==> src/include/distributed_time_unit_pkg.sv <==
package distributed_time_unit_pkg;
	// ------------------------------------------------------------
	// timing and widths
	// ------------------------------------------------------------
	localparam int TIME_W = 64;
	localparam int CLK_PERIOD_NS = 10;
	localparam int STEP_NS = 10;
	localparam logic [7:0] STEP_CYCLES = 8'(STEP_NS / CLK_PERIOD_NS);
	localparam logic [7:0] SLEW_DIV = 8'h10;
	localparam logic [63:0] TIME_RESET = 64'h0;
	// ------------------------------------------------------------
	// configuration memory layout
	// ------------------------------------------------------------
	localparam logic [3:0] CFG_ADDR_ROLE = 4'h0;
	localparam logic [3:0] CFG_ADDR_LAST = 4'h8;
	localparam int CFG_BIT_CAPABLE = 0;
	localparam int CFG_BIT_REFERENCE = 1;
	localparam logic [2:0] FIELD_LAST = 3'h7;
	typedef enum logic [1:0] {
		load_request = 2'b00,
		load_wait = 2'b01,
		load_done = 2'b10
	} load_state_type;
	// one frame byte with tags from the frame parser
	typedef struct packed {
		logic valid;
		logic first;
		logic last;
		logic [7:0] data;
		logic time_field;
		logic [2:0] field_idx;
		logic meas_hit;
		logic dir;
	} frame_byte_type;
	typedef struct packed {
		logic valid;
		logic [63:0] value;
	} offset_write_type;
endpackage : distributed_time_unit_pkg

==> src/distributed_clock_sync.sv <==
`timescale 1ns/1ps
module distributed_clock_sync
	import distributed_time_unit_pkg::*;
(
	input wire logic clock,
	input wire logic rstn,
	input wire frame_byte_type rx_byte,
	output frame_byte_type tx_byte,
	input wire offset_write_type offset_wr,
	output logic cfg_rd,
	output logic [3:0] cfg_addr,
	input wire logic cfg_ack,
	input wire logic [7:0] cfg_rdata,
	output logic cfg_loaded,
	output logic is_reference,
	output logic [63:0] local_time,
	output logic [63:0] system_time,
	output logic [63:0] meas_time_fwd,
	output logic [63:0] meas_time_ret
);
	// ------------------------------------------------------------
	// state
	// ------------------------------------------------------------
	load_state_type load_q;
	logic [3:0] addr_q;
	logic capable_q;
	logic reference_q;
	logic [63:0] offset_q;
	logic [63:0] time_q;
	logic [63:0] sys_q;
	logic [63:0] snap_q;
	logic [55:0] rx_time_q;
	logic signed [63:0] err_q;
	logic [7:0] slew_cnt_q;
	logic slew_tick_q;
	logic cfg_rd_q;
	logic cfg_loaded_q;
	logic [63:0] sys_now;
	logic [63:0] ref_time;
	logic follower;
	logic adj_up;
	logic adj_dn;
	frame_byte_type tx_q;
	logic [63:0] meas_q [2];

	assign sys_now = time_q + offset_q;
	assign follower = capable_q && !reference_q && (load_q == load_done);
	assign ref_time = {rx_byte.data, rx_time_q};
	assign adj_up = slew_tick_q && (err_q > 0);
	assign adj_dn = slew_tick_q && (err_q < 0);

	// ------------------------------------------------------------
	// configuration load
	// ------------------------------------------------------------
	// fetch role byte then eight offset bytes, one request at a time
	always_ff @(posedge clock or negedge rstn) begin
		if (!rstn) begin
			load_q <= load_request;
			addr_q <= CFG_ADDR_ROLE;
			cfg_rd_q <= 1'b0;
			cfg_loaded_q <= 1'b0;
		end else begin
			// request and done flags flopped beside the state so the pins come from flip-flops
			case (load_q)
				load_request: begin
					load_q <= load_wait;
					cfg_rd_q <= 1'b1;
				end
				load_wait: begin
					if (cfg_ack) begin
						cfg_rd_q <= 1'b0;
						if (addr_q == CFG_ADDR_LAST) begin
							load_q <= load_done;
							cfg_loaded_q <= 1'b1;
						end else begin
							addr_q <= addr_q + 4'h1;
							load_q <= load_request;
						end
					end
				end
				load_done: begin
					load_q <= load_done;
				end
				default: begin
					load_q <= load_request;
					cfg_rd_q <= 1'b0;
					cfg_loaded_q <= 1'b0;
				end
			endcase
		end
	end

	// role flags and offset come from the memory, master writes override offset except in a cycle where the memory acknowledges a byte
	always_ff @(posedge clock or negedge rstn) begin
		if (!rstn) begin
			capable_q <= 1'b0;
			reference_q <= 1'b0;
			offset_q <= TIME_RESET;
		end else if (load_q == load_wait && cfg_ack) begin
			if (addr_q == CFG_ADDR_ROLE) begin
				capable_q <= cfg_rdata[CFG_BIT_CAPABLE];
				reference_q <= cfg_rdata[CFG_BIT_REFERENCE];
			end else begin
				offset_q[(addr_q - 4'h1) * 8 +: 8] <= cfg_rdata;
			end
		end else if (offset_wr.valid) begin
			offset_q <= offset_wr.value;
		end
	end

	// ------------------------------------------------------------
	// local time counter
	// ------------------------------------------------------------
	// free running from reset, ten per cycle, units digit used for slewing
	always_ff @(posedge clock or negedge rstn) begin
		if (!rstn) begin
			time_q <= TIME_RESET;
		end else if (adj_up) begin
			time_q <= time_q + 64'(STEP_NS) + 64'h1;
		end else if (adj_dn) begin
			time_q <= time_q + 64'(STEP_NS) - 64'h1;
		end else begin
			time_q <= time_q + 64'(STEP_NS);
		end
	end

	// slew enable divider limits correction to one ns per sixteen clock periods
	always_ff @(posedge clock or negedge rstn) begin
		if (!rstn) begin
			slew_cnt_q <= 8'h0;
			slew_tick_q <= 1'b0;
		end else begin
			slew_tick_q <= (slew_cnt_q == SLEW_DIV - 8'h1);
			slew_cnt_q <= (slew_cnt_q == SLEW_DIV - 8'h1) ? 8'h0 : slew_cnt_q + 8'h1;
		end
	end

	// system time register
	always_ff @(posedge clock or negedge rstn) begin
		if (!rstn) begin
			sys_q <= TIME_RESET;
		end else begin
			sys_q <= sys_now;
		end
	end

	// ------------------------------------------------------------
	// follower capture and error
	// ------------------------------------------------------------
	// collect reference time bytes, then hold the error to be slewed away
	always_ff @(posedge clock or negedge rstn) begin
		if (!rstn) begin
			rx_time_q <= 56'h0;
			err_q <= 64'sh0;
		end else if (follower && rx_byte.valid && rx_byte.time_field) begin
			if (rx_byte.field_idx == FIELD_LAST) begin
				err_q <= $signed(ref_time - sys_now);
			end else begin
				rx_time_q[rx_byte.field_idx * 8 +: 8] <= rx_byte.data;
			end
		end else if (adj_up) begin
			err_q <= err_q - 64'sh1;
		end else if (adj_dn) begin
			err_q <= err_q + 64'sh1;
		end
	end

	// ------------------------------------------------------------
	// on-the-fly forwarding with time insertion
	// ------------------------------------------------------------
	// snapshot at first time byte so all eight bytes belong to one instant
	always_ff @(posedge clock or negedge rstn) begin
		if (!rstn) begin
			snap_q <= TIME_RESET;
		end else if (rx_byte.valid && rx_byte.time_field && rx_byte.field_idx == 3'h0) begin
			snap_q <= sys_now;
		end
	end

	// one register stage per byte, no frame storage
	always_ff @(posedge clock or negedge rstn) begin
		if (!rstn) begin
			tx_q <= '0;
		end else begin
			tx_q <= rx_byte;
			if (reference_q && capable_q && rx_byte.valid && rx_byte.time_field) begin
				if (rx_byte.field_idx == 3'h0) begin
					tx_q.data <= sys_now[7:0];
				end else begin
					tx_q.data <= snap_q[rx_byte.field_idx * 8 +: 8];
				end
			end
		end
	end

	// ------------------------------------------------------------
	// measurement latches
	// ------------------------------------------------------------
	// one latch per traversal direction
	generate
		for (genvar d = 0; d < 2; d++) begin : g_meas
			always_ff @(posedge clock or negedge rstn) begin
				if (!rstn) begin
					meas_q[d] <= TIME_RESET;
				end else if (rx_byte.valid && rx_byte.meas_hit && rx_byte.dir == 1'(d)) begin
					meas_q[d] <= sys_now;
				end
			end
		end
	endgenerate

	// outputs
	assign tx_byte = tx_q;
	assign cfg_rd = cfg_rd_q;
	assign cfg_addr = addr_q;
	assign cfg_loaded = cfg_loaded_q;
	assign is_reference = reference_q;
	assign local_time = time_q;
	assign system_time = sys_q;
	assign meas_time_fwd = meas_q[0];
	assign meas_time_ret = meas_q[1];
endmodule : distributed_clock_sync

==> config.mk <==
export PLATFORM = sky130hd
export DESIGN_NAME = distributed_clock_sync
export DESIGN_NICKNAME = d
export VERILOG_FILES = /design/src/include/distributed_time_unit_pkg.sv /design/src/distributed_clock_sync.sv
export SDC_FILE = /design/constraint.sdc
export NUM_CORES = 2
export LEC_CHECK = 0
export ABC_AREA = 0
export BUFFER_PORTS_ARGS = -buffer_cell sky130_fd_sc_hd__clkbuf_2
export CORE_MARGIN = 3
export CORE_UTILIZATION = 26
export DETAILED_ROUTE_END_ITERATION = 8
export PLACE_DENSITY_LB_ADDON = 0.15
export SYNTH_ARGS = -nofsm -noshare
export SYNTH_HDL_FRONTEND = slang
export SYNTH_SLANG_ARGS = --single-unit
==> constraint.sdc <==
create_clock -name clock -period 16.9 [get_ports clock]
set_clock_uncertainty 0.05 [all_clocks]
set_input_delay 1.69 -clock clock [delete_from_list [all_inputs] [get_ports clock]]
set_output_delay 1.69 -clock clock [all_outputs]
set_load 0.01 [all_outputs]
; ---- Word level (Yosys, flattened, before mapping)
; Cells that the tools add are included.
[totals]
regBits = 540
latch_bits = 0
ram_bits = 0
mem_bits_ro = 0
inputBits = 93
output_inout_bits = 280
wordCells = 108
mem_count = 0
[op_classes]
n_addsub = 12
n_mul = 0
div_mod_pow = 0
order_cmp = 2
n_eq_ne = 9
shifts = 5
mux = 22
bitwise_logic = 5
reduce_logical = 29
[ops]
columns = cell, n
row1 = two-way mux 64 bit, 9
row2 = adder 64 x 1 -> 64 bit (second input constant), 1
row3 = adder 64 x 2 -> 64 bit (second input constant), 1
row4 = adder 64 x 4 -> 64 bit (second input constant), 1
row5 = adder 64 bit, 1
row6 = bitwise mux 64 bit, 1
row7 = greater-than comparator 64 x 1 -> 1 bit (second input constant), 1
row8 = < comparator 64 x 1 -> 1 bit (second input constant), 1
row9 = variable shift 8 x 34 -> 64 bit (first input constant), 1
row10 = variable part select 64 x 7 -> 8 bit, 1
row11 = variable part select 8 x 34 -> 64 bit, 1
row12 = subtractor 64 x 1 -> 64 bit (second input constant), 1
row13 = subtractor 64 x 2 -> 64 bit (second input constant), 1
row14 = subtractor 64 bit, 1
row15 = bitwise mux 56 bit, 1
row16 = variable shift 8 x 34 -> 56 bit (first input constant), 1
row17 = variable part select 8 x 34 -> 56 bit, 1
row18 = negator 32 -> 34 bit, 1
row19 = negator 6 -> 34 bit, 1
row20 = two-way mux 8 bit, 3
row21 = logical AND 1 bit, 15
row22 = AND reduction 2 bit, 5
row23 = adder 8 x 1 -> 8 bit (second input constant), 1
row24 = == test 8 x 4 -> 1 bit (second input constant), 1
row25 = 22 further kinds, 32

; ---- Logic depth before layout (Yosys ltp)
[depth]
depth_word = 7
mapped_depth = 25

; ---- Worst setup path after synthesis
; OpenSTA, ideal clock, no wires.
[synth_timing]
path_kind = register to register
startpoint = register err_q[0]
endpoint = register err_q[57]
setup_ns = 0.104
arrival_ns = 5.795
required_ns = 16.746
setup_slack_ns = 10.951
path_stages_with_launch = 22
period_less_slack_ns = 5.949
path_cell_list = dfrtp_1 nor4_1 nand4_1 nor4_1 nor2b_1 clkbuf_1 nand2b_1 clkbuf_1 inv_1 clkbuf_1 ha_1 a211oi_1 o21bai_1 o2111ai_1 a31oi_1 o2111ai_1 a211oi_1 nor4b_1 nor2_1 a41oi_1 xor2_1 a221oi_1
[synth_via]
elab_chain_len = 4
elab_cells_between_ends = 11
[synth_lines]
columns = item, line_no
row1 = start: declaration, distributed_clock_sync.sv:33  ; logic signed [63:0] err_q;
row2 = start signal: assignment, distributed_clock_sync.sv:157  ; err_q <= $signed(ref_time - sys_now);
row3 = start signal: assignment, distributed_clock_sync.sv:162  ; err_q <= err_q - 64'sh1;
row4 = start signal: assignment, distributed_clock_sync.sv:164  ; err_q <= err_q + 64'sh1;
row5 = adder 64 x 2 -> 64 bit (tied with other cells), distributed_clock_sync.sv:164
row6 = two-way mux 64 bit (tied with other cells), distributed_clock_sync.sv:163  ; end else if (adj_dn) begin
row7 = two-way mux 64 bit or nonzero test 3 bit (tied branches), -
row8 = two-way mux 64 bit or AND reduction 2 bit (tied branches), -
; Several ways; a longest one is shown, not always the timed one. The select of a mux whose other input is x is not followed.
; A chain may end at the register's enable or synchronous reset.

; ---- Final worst setup path
[layout_timing]
startpoint = register err_q[4]
endpoint = register err_q[57]
; The elaborated chain is that of the path after synthesis.

==> results.md <==
- Result of the run: complete, no violations
- Largest net degree at the start of global routing: roughly 140
- Fin. max-slew vios: 0
- Leak: 19.2 nW
- Floorplan die height: ~380 um
- Worst relative slew slack: between 10% and 20%
- GRT Overall Usage: 20.6%
- Vias per Instance: roughly 5.1
- Design Area, Final: 42100 sq um
- Cts bufs inserted: 71
- CTS Buffer Depth: 3
- Antenna Nets Post-Route: 0
- Hold path startpoint: slew_cnt_q[7]$_DFF_PN0_
- Synthesized flop and latch total: between 500 and 600
- Synth unique cells: 94
- Post-CTS sizing: 0
- Row count: ~140
- Non-filler cells in the finished layout: about 6400
- RR Startpoint: err_q[4]$_DFFE_PN0P_
- Die area: between 100000 and 150000 sq um
- EDFF count, synth: 0
- # clock sinks: between 500 and 600
- P per Cell Area: ~160 nW/um^2
- Setup tns final: 0 ps
- Vias in the first global route: 32639
- Clk_lat worst skew: ~670 ps
- Final Util: approximately 31%
- Slew @ Worst Pin: around 1300 ps
- Ys flop type: dfrtp_1
- RSZ-0062 raised after global routing: no
- Fin nets: ~5000
- Final setup viols: 0
- Peak Freq: 0.129 GHz
- Peak VDD IR: 0.000102 V
- Commonest non-fill, non-tap cell in the layout: nand2_1
- Synth Instances: 4227
- Post-Place Cell Area: a little under 40000 sq um
- Mean Syn Cell Area: 8.43 sq um
- # DRC: 0
- Port Buffers: 372
- H-tree levels: 3
- Final Cycle Share: 45.7%
- Initial antenna violation count: 5
- Max-Cap Viols: 0
- Worst path required time: 17390 ps
- First-pass GRT wire length: approximately 220000 um
- Hold WC Path Type: register to register
- Setup CP Type: register to register
- Most frequent cells in the layout: 620 x nand2_1, 540 x dfrtp_1, 442 x o21ai_0
- Root buffer cell: clkbuf_16
- Dpl hpwl: approximately 120000 um
- Seq/Total Area, Yosys: a little under two fifths
- Critical Path Start: err_q[4]$_DFFE_PN0P_
- Mapped Area: 35600 sq um
- Layout cells sized above 1: roughly 14%
- Vias: 32718
- Syn_nets: about 4500
- CP Max Fanout: 63
- Min Tclk post-route: between 7000 and 8000 ps
- Final Total Pwr: between 6 and 7 mW
- Synth warn: 0
- Routed wire length: between 100000 and 150000 um
- Gpl congestion: about 0.9
- CTS tree: yes
- Clock transition at path regs: about 50 ps
- Ys async rst share: 100%
- Placed insts: 6256
- Wirelength per Cell: ~23 um
- P&R area growth vs syn: 18.0%
- IO Count: about 370
- Core box area: about 140000 sq um
- CTS hold repair buffers: 0
- Crit. End Element: register
- Die width: between 300 and 400 um
- Post CTS Setup Buffer Count: 0
- Final hold vios: 0
- Starting DRT DRC Count: between 2000 and 2500
- Initial DRT Pass Iterations: 7
- Setup crit start kind: register
- Worst EP arrival: just over 8000 ps
- Gr ovfl total: 0
- Initial Util: between 20% and 30%
[power breakdown]
part,switching [mW],leakage [nW],internal [mW]
sequential,0.351,6.74,1.70
clock,0.648,1.22,1.01
combinational,1.99,11.2,1.04
total,2.99,19.2,3.74
[through the flow]
stage               setup WS [ps]  hold slack [ps]
global route                 8840              451
floorplan                   10950              388
CTS                          9190              425
finish                       9170              420
detailed placement           9210              414
global placement             9250              410
[routing by layer]
layer | routed length [um] | global-route usage, %
met1 | 67100 | 27.5
met4 | 4850 | 6.96
met2 | 69000 | 33.7
met5 | 13 | 0
met3 | 7630 | 3.28
[synthesized netlist by cell type (all sizes together), types with 94 or more instances]
cell    number  share of area (%)
nand2      622                6.6
dfrtp      540                 38
o21ai      447                6.3
a21oi      375                5.3
nor2       336                3.5
ha         211                7.4
xnor2      182                4.5
clkbuf     162                1.7
inv        146                1.5
xor2       127                3.1
nand3       98                1.4
nand4       95                1.7
nor3        94                1.4
[state kept, by name, summed over array words and instances (netlist names)]
name / count
err_q: 64
load_q: 2
cfg_loaded: 1
slew_tick_q: 1
rx_time_q: 56
meas_time_fwd: 64
cfg_rd: 1
cfg_addr: 4
offset_q: 64
capable_q: 1
slew_cnt_q: 8
snap_q: 64
local_time: 64
tx_byte: 17
meas_time_ret: 64
is_reference: 1
system_time: 64
[path summary, 6_finish.rpt]
kind                                            end  slack [ps]  cells past startpoint
max                           err_q[57]$_DFFE_PN0P_        9170                     21
min                         slew_cnt_q[7]$_DFF_PN0_         420                      1
max reg2reg                   err_q[57]$_DFFE_PN0P_        9170                     21
min reg2reg                 slew_cnt_q[7]$_DFF_PN0_         420                      1
max in group asynchronous     tx_byte[12]$_DFF_PN0_       13750                      3
min in group asynchronous  local_time[56]$_DFF_PN0_         970                      1
[logic make-up (layout without fill, tap and decap cells)]
family / after synthesis / in the layout / share of synthesized area [%]
AOI/OAI and AO/OA: 1278 / 1278 / 21.5
xor gates and xnor gates: 309 / 309 / 7.59
adders and majority gates: 214 / 214 / 7.58
buffers and inverters: 335 / 707 / 3.63
DFF: 540 / 540 / 37.9
muxes: 48 / 48 / 2.01
other: 0 / 6 / 0
and+or+nand+nor: 1503 / 1503 / 19.8
[worst max-delay path, cell delays in order, from the launching register on]
cell and delay [ps]:
dfrtp_1 400, nor4_1 610, nand4_1 300, nor4_1 970
nor2b_1 240, nand2b_1 150, buf_4 340, inv_2 320
buf_4 450, ha_1 420, a211oi_1 300, o21bai_1 200
o2111ai_1 270, a31oi_1 160, buf_4 180, o2111ai_1 530
a211oi_1 220, nor4b_1 600, nor2_1 200, a41oi_1 280
xor2_1 110, a221oi_1 290
[area by class of cell]
class | count | area [sq um]
clock inverter | 35 | 532
inverter | 147 | 552
tap | 1781 | 2230
sequential | 540 | 13500
timing repair buffer | 436 | 2380
fill | 14677 | 93700
antenna | 6 | 15.0
multi-input combinational | 3352 | 20900
clock buffer | 89 | 1960
Power figures use the tool's default switching activity.
